`config.mk`:
```
export PLATFORM = sky130hd
export DESIGN_NAME = ccss_top
export DESIGN_NICKNAME = d
export VERILOG_FILES = /design/src/logic/ccss_pkg.sv /design/src/logic/ccss_top.sv /design/src/logic/ccss_sync.sv
export SDC_FILE = /design/constraint.sdc
export NUM_CORES = 1
export LEC_CHECK = 0
export BUFFER_PORTS_ARGS = -buffer_cell sky130_fd_sc_hd__buf_4
export CELL_PAD_IN_SITES_DETAIL_PLACEMENT = 1
export CELL_PAD_IN_SITES_GLOBAL_PLACEMENT = 2
export CORE_ASPECT_RATIO = 1.2
export CORE_UTILIZATION = 37
export DETAILED_ROUTE_END_ITERATION = 12
export PLACE_DENSITY_LB_ADDON = 0.1
export SYNTH_ARGS = -nofsm -noshare
export SYNTH_HDL_FRONTEND = slang
export SYNTH_SLANG_ARGS = --single-unit
```
`constraint.sdc`:
```
create_clock -name sys_clk_in -period 6.1 [get_ports sys_clk_in]
set_input_delay 0 -clock sys_clk_in [delete_from_list [all_inputs] [get_ports sys_clk_in]]
set_output_delay 0 -clock sys_clk_in [all_outputs]
set_load 0.01 [all_outputs]
```
`src/logic/ccss_pkg.sv`:
```
package ccss_pkg;

  // ****************************************
  // mode codes sampled from the strap pins
  // ****************************************
  localparam logic [2:0] MODE_X4 = 3'h7;
  localparam logic [2:0] MODE_X3 = 3'h6;
  localparam logic [2:0] MODE_X8 = 3'h5;
  localparam logic [2:0] MODE_X5 = 3'h4;
  localparam logic [2:0] MODE_DIRECT = 3'h3;
  localparam logic [2:0] MODE_X10 = 3'h2;
  localparam logic [2:0] MODE_PRESCALE = 3'h1;
  localparam logic [2:0] MODE_RESERVED = 3'h0;

  // ****************************************
  // pll divider and multiplier settings
  // ****************************************
  localparam logic [2:0] IN_DIV_2 = 3'h2;
  localparam logic [2:0] IN_DIV_4 = 3'h4;
  localparam logic [2:0] OUT_DIV_2 = 3'h2;
  localparam logic [2:0] OUT_DIV_4 = 3'h4;
  localparam logic [6:0] MUL_40 = 7'h28;
  localparam logic [6:0] MUL_48 = 7'h30;
  localparam logic [6:0] MUL_64 = 7'h40;
  localparam logic [3:0] FACTOR_X3 = 4'h3;
  localparam logic [3:0] FACTOR_X4 = 4'h4;
  localparam logic [3:0] FACTOR_X5 = 4'h5;
  localparam logic [3:0] FACTOR_X8 = 4'h8;
  localparam logic [3:0] FACTOR_X10 = 4'hA;

  // ****************************************
  // oscillator watchdog
  // ****************************************
  localparam int SYS_CONFIG_W = 16;
  localparam int OWD_DISABLE_BIT = 4;
  localparam int OWD_OVERFLOW = 16;
  localparam logic [3:0] OWD_LAST = 4'hF;

  // ****************************************
  // strap capture and reset values
  // ****************************************
  localparam logic [2:0] STRAP_WAIT = 3'h4;
  localparam logic [2:0] RST_MODE = MODE_X4;
  localparam logic RST_CPU_CLK = 1'b0;

  typedef enum logic [2:0] {
    ST_STRAP,
    ST_EXT,
    ST_PLL,
    ST_FAILED,
    ST_HALT
  } ccss_state_t;

endpackage : ccss_pkg

```
`src/logic/ccss_top.sv`:
```
// How it works
// - mode 001 gives cpu clock input/2
// - prescaler phases each one input period
// - mode 011 drives cpu clock from pin
// - ext modes: pll free-runs unless watchdog disabled
// - watchdog on after reset, config bit 4
// - watchdog works only in ext modes
// - pll cycles count, input edges clear
// - sixteen pll cycles without edge: failure
// - failure selects pll clock, raises flag
// - failure sticks until next reset
// - watchdog off in ext modes: oscillator clock, pll off
// - other codes except 000: pll multiplies input clock
// - pll resyncs every F input edges
// - per-code pll divider and multiplier settings
`timescale 1ns/1ps
module ccss_top (
  // clock and reset
  input wire logic sys_clk_in,
  input wire logic reset_n_in,
  // pins
  input wire logic [2:0] clock_mode_pins_in,
  input wire logic clock_input_pin_in,
  // system configuration and pll macro
  input wire logic [ccss_pkg::SYS_CONFIG_W-1:0] system_config_register_in,
  input wire logic pll_edge_in,
  input wire logic irq_clear_in,
  // clock outputs
  output logic cpu_clk_out,
  output logic [2:0] clock_mode_out,
  output logic clock_failed_out,
  output logic owd_irq_out,
  output logic mode_reserved_out,
  // pll and oscillator control
  output logic pll_enable_out,
  output logic pll_free_run_out,
  output logic osc_amp_bypass_out,
  output logic [2:0] pll_in_div_out,
  output logic [6:0] pll_mult_out,
  output logic [2:0] pll_out_div_out,
  output logic pll_resync_out
);

  // ****************************************
  // input synchronisers
  // ****************************************
  logic in_lvl;
  logic in_prev;
  logic [2:0] mode_sync;

  ccss_sync #(.WIDTH(1)) u_clk_sync (
    .sys_clk_in(sys_clk_in),
    .reset_n_in(reset_n_in),
    .async_in(clock_input_pin_in),
    .level_out(in_lvl)
  );

  ccss_sync #(.WIDTH(3)) u_mode_sync (
    .sys_clk_in(sys_clk_in),
    .reset_n_in(reset_n_in),
    .async_in(clock_mode_pins_in),
    .level_out(mode_sync)
  );

  always_ff @(posedge sys_clk_in or negedge reset_n_in) begin
    if (!reset_n_in) begin
      in_prev <= 1'b0;
    end else begin
      in_prev <= in_lvl;
    end
  end

  logic in_edge;
  logic in_rise;
  assign in_edge = in_lvl ^ in_prev;
  assign in_rise = in_lvl & ~in_prev;

  // ****************************************
  // strap capture and mode state
  // ****************************************
  ccss_pkg::ccss_state_t st;
  ccss_pkg::ccss_state_t next_st;
  logic [2:0] mode;
  logic [2:0] strap_cnt;
  logic strap_done;
  logic owd_dis;
  logic wd_active;
  logic wd_fail;
  logic [3:0] wd_cnt;

  assign strap_done = (strap_cnt == ccss_pkg::STRAP_WAIT);
  assign owd_dis = system_config_register_in[ccss_pkg::OWD_DISABLE_BIT];

  // pins are caught only after the synchroniser has settled past release
  always_ff @(posedge sys_clk_in or negedge reset_n_in) begin
    if (!reset_n_in) begin
      strap_cnt <= 3'h0;
      mode <= ccss_pkg::RST_MODE;
    end else if (st == ccss_pkg::ST_STRAP) begin
      if (strap_done) begin
        mode <= mode_sync;
      end else begin
        strap_cnt <= 3'(strap_cnt + 3'h1);
      end
    end
  end

  always_comb begin
    next_st = st;
    case (st)
      ccss_pkg::ST_STRAP: begin
        if (strap_done) begin
          if (mode_sync == ccss_pkg::MODE_PRESCALE ||
              mode_sync == ccss_pkg::MODE_DIRECT) begin
            next_st = ccss_pkg::ST_EXT;
          end else if (mode_sync == ccss_pkg::MODE_RESERVED) begin
            next_st = ccss_pkg::ST_HALT;
          end else begin
            next_st = ccss_pkg::ST_PLL;
          end
        end
      end
      ccss_pkg::ST_EXT: begin
        if (wd_fail) begin
          next_st = ccss_pkg::ST_FAILED;
        end
      end
      ccss_pkg::ST_FAILED: next_st = ccss_pkg::ST_FAILED;
      ccss_pkg::ST_PLL: next_st = ccss_pkg::ST_PLL;
      ccss_pkg::ST_HALT: next_st = ccss_pkg::ST_HALT;
      default: next_st = ccss_pkg::ST_STRAP;
    endcase
  end

  always_ff @(posedge sys_clk_in or negedge reset_n_in) begin
    if (!reset_n_in) begin
      st <= ccss_pkg::ST_STRAP;
    end else begin
      st <= next_st;
    end
  end

  // ****************************************
  // oscillator watchdog
  // ****************************************
  assign wd_active = (st == ccss_pkg::ST_EXT) && !owd_dis;
  assign wd_fail = wd_active && pll_edge_in && !in_edge &&
                   (wd_cnt == ccss_pkg::OWD_LAST);

  // an input edge wins over a pll cycle in the same clock
  always_ff @(posedge sys_clk_in or negedge reset_n_in) begin
    if (!reset_n_in) begin
      wd_cnt <= 4'h0;
    end else if (!wd_active || in_edge) begin
      wd_cnt <= 4'h0;
    end else if (pll_edge_in) begin
      wd_cnt <= 4'(wd_cnt + 4'h1);
    end
  end

  // set wins over clear
  always_ff @(posedge sys_clk_in or negedge reset_n_in) begin
    if (!reset_n_in) begin
      owd_irq_out <= 1'b0;
    end else begin
      owd_irq_out <= wd_fail | (owd_irq_out & ~irq_clear_in);
    end
  end

  // ****************************************
  // cpu clock generation
  // ****************************************
  always_ff @(posedge sys_clk_in or negedge reset_n_in) begin
    if (!reset_n_in) begin
      cpu_clk_out <= ccss_pkg::RST_CPU_CLK;
    end else begin
      case (st)
        ccss_pkg::ST_EXT: begin
          if (mode == ccss_pkg::MODE_PRESCALE) begin
            if (in_rise) begin
              cpu_clk_out <= ~cpu_clk_out;
            end
          end else begin
            cpu_clk_out <= in_lvl;
          end
        end
        ccss_pkg::ST_PLL, ccss_pkg::ST_FAILED: begin
          if (pll_edge_in) begin
            cpu_clk_out <= ~cpu_clk_out;
          end
        end
        default: cpu_clk_out <= ccss_pkg::RST_CPU_CLK;
      endcase
    end
  end

  // ****************************************
  // pll settings and control
  // ****************************************
  logic [2:0] next_in_div;
  logic [6:0] next_mult;
  logic [2:0] next_out_div;
  logic [3:0] factor;

  always_comb begin
    next_in_div = ccss_pkg::IN_DIV_4;
    next_mult = ccss_pkg::MUL_64;
    next_out_div = ccss_pkg::OUT_DIV_4;
    factor = ccss_pkg::FACTOR_X4;
    case (mode)
      ccss_pkg::MODE_X4: begin
        factor = ccss_pkg::FACTOR_X4;
      end
      ccss_pkg::MODE_X3: begin
        next_mult = ccss_pkg::MUL_48;
        factor = ccss_pkg::FACTOR_X3;
      end
      ccss_pkg::MODE_X8: begin
        next_out_div = ccss_pkg::OUT_DIV_2;
        factor = ccss_pkg::FACTOR_X8;
      end
      ccss_pkg::MODE_X5: begin
        next_mult = ccss_pkg::MUL_40;
        next_out_div = ccss_pkg::OUT_DIV_2;
        factor = ccss_pkg::FACTOR_X5;
      end
      ccss_pkg::MODE_X10: begin
        next_in_div = ccss_pkg::IN_DIV_2;
        next_mult = ccss_pkg::MUL_40;
        next_out_div = ccss_pkg::OUT_DIV_2;
        factor = ccss_pkg::FACTOR_X10;
      end
      default: begin
        factor = ccss_pkg::FACTOR_X4;
      end
    endcase
  end

  always_ff @(posedge sys_clk_in or negedge reset_n_in) begin
    if (!reset_n_in) begin
      pll_in_div_out <= ccss_pkg::IN_DIV_4;
      pll_mult_out <= ccss_pkg::MUL_64;
      pll_out_div_out <= ccss_pkg::OUT_DIV_4;
    end else begin
      pll_in_div_out <= next_in_div;
      pll_mult_out <= next_mult;
      pll_out_div_out <= next_out_div;
    end
  end

  // in ext modes the pll only serves the watchdog; off saves supply current
  always_ff @(posedge sys_clk_in or negedge reset_n_in) begin
    if (!reset_n_in) begin
      pll_enable_out <= 1'b0;
      pll_free_run_out <= 1'b0;
      osc_amp_bypass_out <= 1'b0;
      clock_failed_out <= 1'b0;
      mode_reserved_out <= 1'b0;
      clock_mode_out <= ccss_pkg::RST_MODE;
    end else begin
      pll_enable_out <= (st == ccss_pkg::ST_PLL) ||
                        (st == ccss_pkg::ST_FAILED) ||
                        (st == ccss_pkg::ST_EXT && !owd_dis);
      pll_free_run_out <= (st == ccss_pkg::ST_FAILED) ||
                          (st == ccss_pkg::ST_EXT && !owd_dis);
      osc_amp_bypass_out <= (st == ccss_pkg::ST_EXT) &&
                            (mode == ccss_pkg::MODE_DIRECT);
      clock_failed_out <= (st == ccss_pkg::ST_FAILED);
      mode_reserved_out <= (st == ccss_pkg::ST_HALT);
      clock_mode_out <= mode;
    end
  end

  // ****************************************
  // pll resynchronisation every F input edges
  // ****************************************
  logic [3:0] rs_cnt;
  logic rs_hit;
  assign rs_hit = (st == ccss_pkg::ST_PLL) && in_edge &&
                  (rs_cnt == 4'(factor - 4'h1));

  always_ff @(posedge sys_clk_in or negedge reset_n_in) begin
    if (!reset_n_in) begin
      rs_cnt <= 4'h0;
      pll_resync_out <= 1'b0;
    end else begin
      pll_resync_out <= rs_hit;
      if (st != ccss_pkg::ST_PLL || rs_hit) begin
        rs_cnt <= 4'h0;
      end else if (in_edge) begin
        rs_cnt <= 4'(rs_cnt + 4'h1);
      end
    end
  end
endmodule : ccss_top

```
`src/logic/ccss_sync.sv`:
```
`timescale 1ns/1ps
module ccss_sync #(
  parameter int WIDTH = 1
) (
  // clock and reset
  input wire logic sys_clk_in,
  input wire logic reset_n_in,
  // asynchronous level in, filtered level out
  input wire logic [WIDTH-1:0] async_in,
  output logic [WIDTH-1:0] level_out
);

  initial begin
    if (WIDTH < 1) begin
      $error("ccss_sync: WIDTH must be at least 1");
    end
  end

  logic [WIDTH-1:0] stage1;
  logic [WIDTH-1:0] stage2;
  logic [WIDTH-1:0] stage3;

  always_ff @(posedge sys_clk_in or negedge reset_n_in) begin
    if (!reset_n_in) begin
      stage1 <= '0;
      stage2 <= '0;
      stage3 <= '0;
    end else begin
      stage1 <= async_in;
      stage2 <= stage1;
      stage3 <= stage2;
    end
  end

  // a change counts only once the second and third stage agree
  always_ff @(posedge sys_clk_in or negedge reset_n_in) begin
    if (!reset_n_in) begin
      level_out <= '0;
    end else if (stage2 == stage3) begin
      level_out <= stage3;
    end
  end

endmodule : ccss_sync

```
# --- After elaboration in Yosys (flattened, before gate mapping) ---
# Index checks and enable logic that the tools add are counted.
word_totals:
  register_bits: 58
  in_bits: 24
  output_inout_bits: 24
  wordCells: 104
classes:
  add_sub_neg: 4
  n_eq_ne: 22
  muxes: 17
  n_bitwise: 8
  n_reduce_logical: 27
op_table:
  columns: ["cell", "n"]
  rows:
  - ["two-way mux 3 bit", 6]
  - ["two-way mux 4 bit", 4]
  - ["one-hot mux 4 bit (4 select lines)", 1]
  - ["equality test 3 x 2 -> 1 bit, second input constant", 5]
  - ["equality test 3 bit, second input constant", 5]
  - ["one-hot mux 3 bit (5 select lines)", 1]
  - ["one-hot mux 7 bit (2 select lines)", 1]
  - ["equality test 3 x 1 -> 1 bit, second input constant", 3]
  - ["adder 4 x 1 -> 4 bit, second input constant", 2]
  - ["AND reduction 2 bit", 4]
  - ["logical AND 1 bit", 7]
  - ["zero test 3 bit", 2]
  - ["logical OR 1 bit", 6]
  - ["!= test 2 bit, second input constant", 3]
  - ["equality test 4 bit", 1]
  - ["equality test 4 bit, second input constant", 1]
  - ["NOT 1 bit", 4]
  - ["nonzero test 2 bit", 2]
  - ["OR reduction 2 bit", 2]
  - ["subtractor 4 x 1 -> 4 bit, second input constant", 1]
  - ["adder 3 x 1 -> 3 bit, second input constant", 1]
  - ["equality test 3 bit", 1]
  - ["zero test 1 bit", 3]
  - ["two-way mux 1 bit", 3]
  - ["8 further kinds", 9]

# --- Longest topological paths before layout ---
logic_depth:
  depth_word: 7
  ltp_mapped: 7
  depth_no_buf: 6

# --- Hierarchy ---
# Synthesis repeated with hierarchy kept, for this count alone.
unflattened:
  cells_unflattened: 174
  area_unflattened_um2: 2177.1
by_module_without_submodules:
  columns: ["mod", "n_inst", "cells_each", "area_per_inst_um2", "seq_area_each_um2"]
  rows:
  - ["ccss_top", 1, 147, 1685.4, 937.1]
  - ["ccss_sync (u_mode_sync)", 1, 22, 380.4, 300.3]
  - ["ccss_sync (u_clk_sync)", 1, 5, 111.4, 100.1]

# --- Worst setup path after synthesis ---
# No wires, ideal clock.
synth_path:
  path_kind: "register to register"
  from: "register mode[0]"
  to: "register rs_cnt[1]"
  setup_time_ps: 149
  t_arrival_ps: 1891
  required_ps: 5951
  slack_ps: 4060
  path_stages_with_launch: 8
  n_path_buf: 1
  period_less_slack_ps: 2040
  cell_sequence: "dfstp_2 buf_6 nand2b_1 ha_1 xnor2_1 or4_4 nor4_4 a2111oi_0"
synth_between:
  elab_chain_len: 7
  word_cells_on_any_way: 11
  cone_classes: "1 x add/sub; 5 x eq/ne; 2 x mux; 3 x reduce/logical"
synth_rtl:
  columns: ["item", "line", "rtl"]
  rows:
  - ["start, declared", "ccss_top.sv:83", "logic [2:0] mode;"]
  - ["start signal, assigned", "ccss_top.sv:98", "mode <= ccss_pkg::RST_MODE;"]
  - ["start signal, assigned", "ccss_top.sv:101", "mode <= mode_sync;"]
  - ["equality test 3 x 2 -> 1 bit or equality test 3 bit (tied branches)", "ccss_top.sv:210", "case (mode)"]
  - ["one-hot mux 4 bit (4 select lines) (*)", "ccss_top.sv:210", null]
  - ["subtractor 4 x 1 -> 4 bit (*)", "ccss_top.sv:280", "(rs_cnt == 4'(factor - 4'h1));"]
  - ["equality test 4 bit (*)", "ccss_top.sv:280", null]
  - ["logical AND 1 bit (*)", "ccss_top.sv:279", "assign rs_hit = (st == ccss_pkg::ST_PLL) && in_edge &&"]
  - ["logical OR 1 bit (*)", "ccss_top.sv:288", "if (st != ccss_pkg::ST_PLL || rs_hit) begin"]
  - ["two-way mux 4 bit or nonzero test 2 bit (tied branches)", null, null]
  - ["end signal, assigned", "ccss_top.sv:291", "rs_cnt <= 4'(rs_cnt + 4'h1);"]
  - ["end, declared", "ccss_top.sv:277", "logic [3:0] rs_cnt;"]
# Mark *: on every way between the ends. The rest lies on a longest branch, timed or not.
# A chain may end at the register's enable or synchronous reset.

# --- Worst setup path in the final report ---
# Same ends and word-level chain as after synthesis.

==> out/metrics.cfg <==
[run_status]
status = completed

[clock_network]
path_clk_slew_ns = 0.09
cts_setup_buffers = 0
clk_path_buf_depth = 2
htree_levels = 2
clk_latency_ns = 0.30
cts_root_buffer = clkbuf_8
clock_sinks = 53
cts_tree = done
cts_buffers = 5

[sta]
finalHoldViolations = 0
finClkSkew_ns = 0.00681
setup_violations = 0
fin_crit_ns = 2.24
post-route-period-util_pct = 36.7
tns_ns = 0
rsz0062_at_grt = no
slew_violations = 0
tightest_slew_ns = 0.720
fmax_mhz = 446
relSlewSlack_pct = 51.9

[worst_setup_path]
cp-end-kind = register
critPathRequiredTime_ns = 6.25
crit_path_start_kind = register
critPathSlowestCell = dfstp_2
worst-path-max-fanout = 10
critPathKind = register to register
worstPathArrival_ns = 2.39
timing.rr.start = mode[0]
crit_chain = nand2b_1 -> ha_1 -> xnor2_1 -> or4_4 -> nor4_4 -> a2111oi_0
max_stage_delay_ns = 0.64
critPathLaunch = mode[0]

[power]
power.internal_uw = 672
powerDensity_nw_per_um2 = 387
combinationalPowerShare_pct = 29.3
p_total_uw = 995
p_leak_uw = 0.00112
max-vdd-ir-drop_mv = 0.142
switching_power_uw = 323
swShare_pct = 32.4
pwr-share-seq_pct = 51.5
pwr-share-clk_pct = 19.2

[floorplanning]
die_area_um2 = 6170
io_pins = 48
floorplan.rows = 30
start_util_pct = 38.3
core_region_area_um2 = 5670
dieHeight_um = 85.9
die_w_um = 71.9

[synthesis]
synthesis.area_um2 = 2170
yosysWarnings = 0
synth-main-ff-cell = dfrtp_1
synth-seq-cells = 53
synthCells = 175
synth-edff-count = 0
synth_area_leaders = dfrtp_1 (51%), dfstp_2 (11%), xnor2_1 (3.6%), ha_1 (3.5%), nor2_1 (2.4%)
avgSynthCellArea_um2 = 12.4
synth_top_area_share_pct = 50.8
yosysSeqAreaShare_pct = 61.7
yosysMostFrequentCell = dfrtp_1
yosys.area.top_type = dfrtp_1
synth_cell_type_count = 41
synth.top_cells.by_count = dfrtp_1 (44), nor2_1 (14), inv_1 (12)
async_flop_share_pct = 100

[placed_design]
numPortBuffers = 27
hpwlAfterDp_um = 2920
dp_cells = 276
place_congestion = 0.701

[global_routing]
antenna_found_initial = 0
use_met3_pct = 3.76
busiest_layer = met2
grt_max_degree = 54
gr-total-overflow = 0
grt_pass1_wl_um = 7040
grt_pass1_vias = 1523
gr-usage-met2_pct = 25.6
grt.total_usage_pct = 15.2
grtUsageMet1_pct = 16.9

[detailed_routing]
drt_first_pass_iters = 6
viasPerCell = 4.80
drt_iter0_drc = 68
route.detailed.drc = 0
postRouteAntennaNets = 0
vias = 1396
drt-total-wl_um = 3980
avgRoutedWirePerCell_um = 13.7

[cells_and_area]
num_antenna_cells = 0
syn_to_final_growth_pct = 18.8
stdcell_count = 291
drive_above_1_share_pct = 24.2
num-nets-final = 240
reg_top3 = pll_mult_out x4, rs_cnt x4, wd_cnt x4

[worst_hold_path]
min_from = pll_edge_in
hold_class = input pin to register

[run]
maxCapViolCount = 0

layout make-up:
cell class | instances | area [µm²]
inverters | 12 | 45.0
repair buffers | 34 | 273
clock buffers | 6 | 72.6
well taps | 80 | 100
multi-input cells | 104 | 732
flip-flops and latches | 53 | 1340
fillers | 614 | 3090
clock inverters | 2 | 15.0
worst max-delay path, delay by kind of cell (launching register included):
kind            cells  cell delay (ns)
compound gates      1             0.17
flops               1             0.64
xor+xnor            1             0.13
fa+ha+maj           1             0.26
simple gates        3             0.89
kinds of logic after synthesis:
family | count (synthesis) | share of synthesized area, %
DFF | 53 | 61.7
and+or+nand+nor | 46 | 12.0
AOI/OAI and AO/OA | 25 | 7.91
buffers and inverters | 22 | 5.25
xor gates and xnor gates | 15 | 6.06
adders and majority gates | 7 | 3.92
muxes | 6 | 3.00
other | 1 | 0.173
layout by cell type, fill, tap and decap left out, types with 6 or more instances in the layout:
master         synthesis  layout
dlygate4sd3_1          0       7
xnor2_1                9       9
a21oi_1                7       7
xor2_1                 6       6
dfstp_2                9       9
nor2_1                14      14
nand2_1               10      10
dfrtp_1               44      44
buf_4                  6      27
ha_1                   6       6
inv_1                 12      12
metrics by stage:
stage / utilization (%) / hold slack (ns) / setup slack, ns / instance area, µm²
after floorplan: - / -0.296 / 4.06 / 2180
after global placement: 42.6 / 0.0584 / 3.92 / 2420
after detailed placement: 42.6 / 0.0724 / 3.86 / 2420
after CTS: 45.4 / 0.0209 / 3.84 / 2570
after global routing: 45.4 / 0.0549 / 3.70 / 2570
final: 45.4 / 0.0296 / 3.86 / 2570
power groups by stage:
stage	Sequential [µW]	Clock (µW)	Combinational (µW)
after floorplan	517	0	185
final	513	191	292
after CTS	514	201	297
after detailed placement	522	0	292
after global routing	527	214	322
after global placement	518	0	281
path summary, 6_finish.rpt:
path                                         end  slack [ns]  cells after the start
hold / removal                         wd_cnt[1]        0.03                      3
hold reg to reg            u_mode_sync.stage2[0]        0.36                      0
setup / recovery                       rs_cnt[1]        3.86                      6
max in group asynchronous  u_mode_sync.stage3[1]        5.42                      2
setup reg to reg                       rs_cnt[1]        3.86                      6
min in group asynchronous        pll_mult_out[4]        0.26                      2
repair_timing:
item	in CTS	in global routing
resized for setup	0	0
hold buffers	7	0
endpoints found under the hold margin	51	0
metal layers:
metal / share of wire, % / vias up / wire length (µm)
met5: 0 / - / 0
met4: 3.6 / 0 / 143
met3: 3.0 / 11 / 121
met2: 54 / 31 / 2130
met1: 40 / 704 / 1590
li1: - / 650 / -
(Power assumes the default switching activity.)
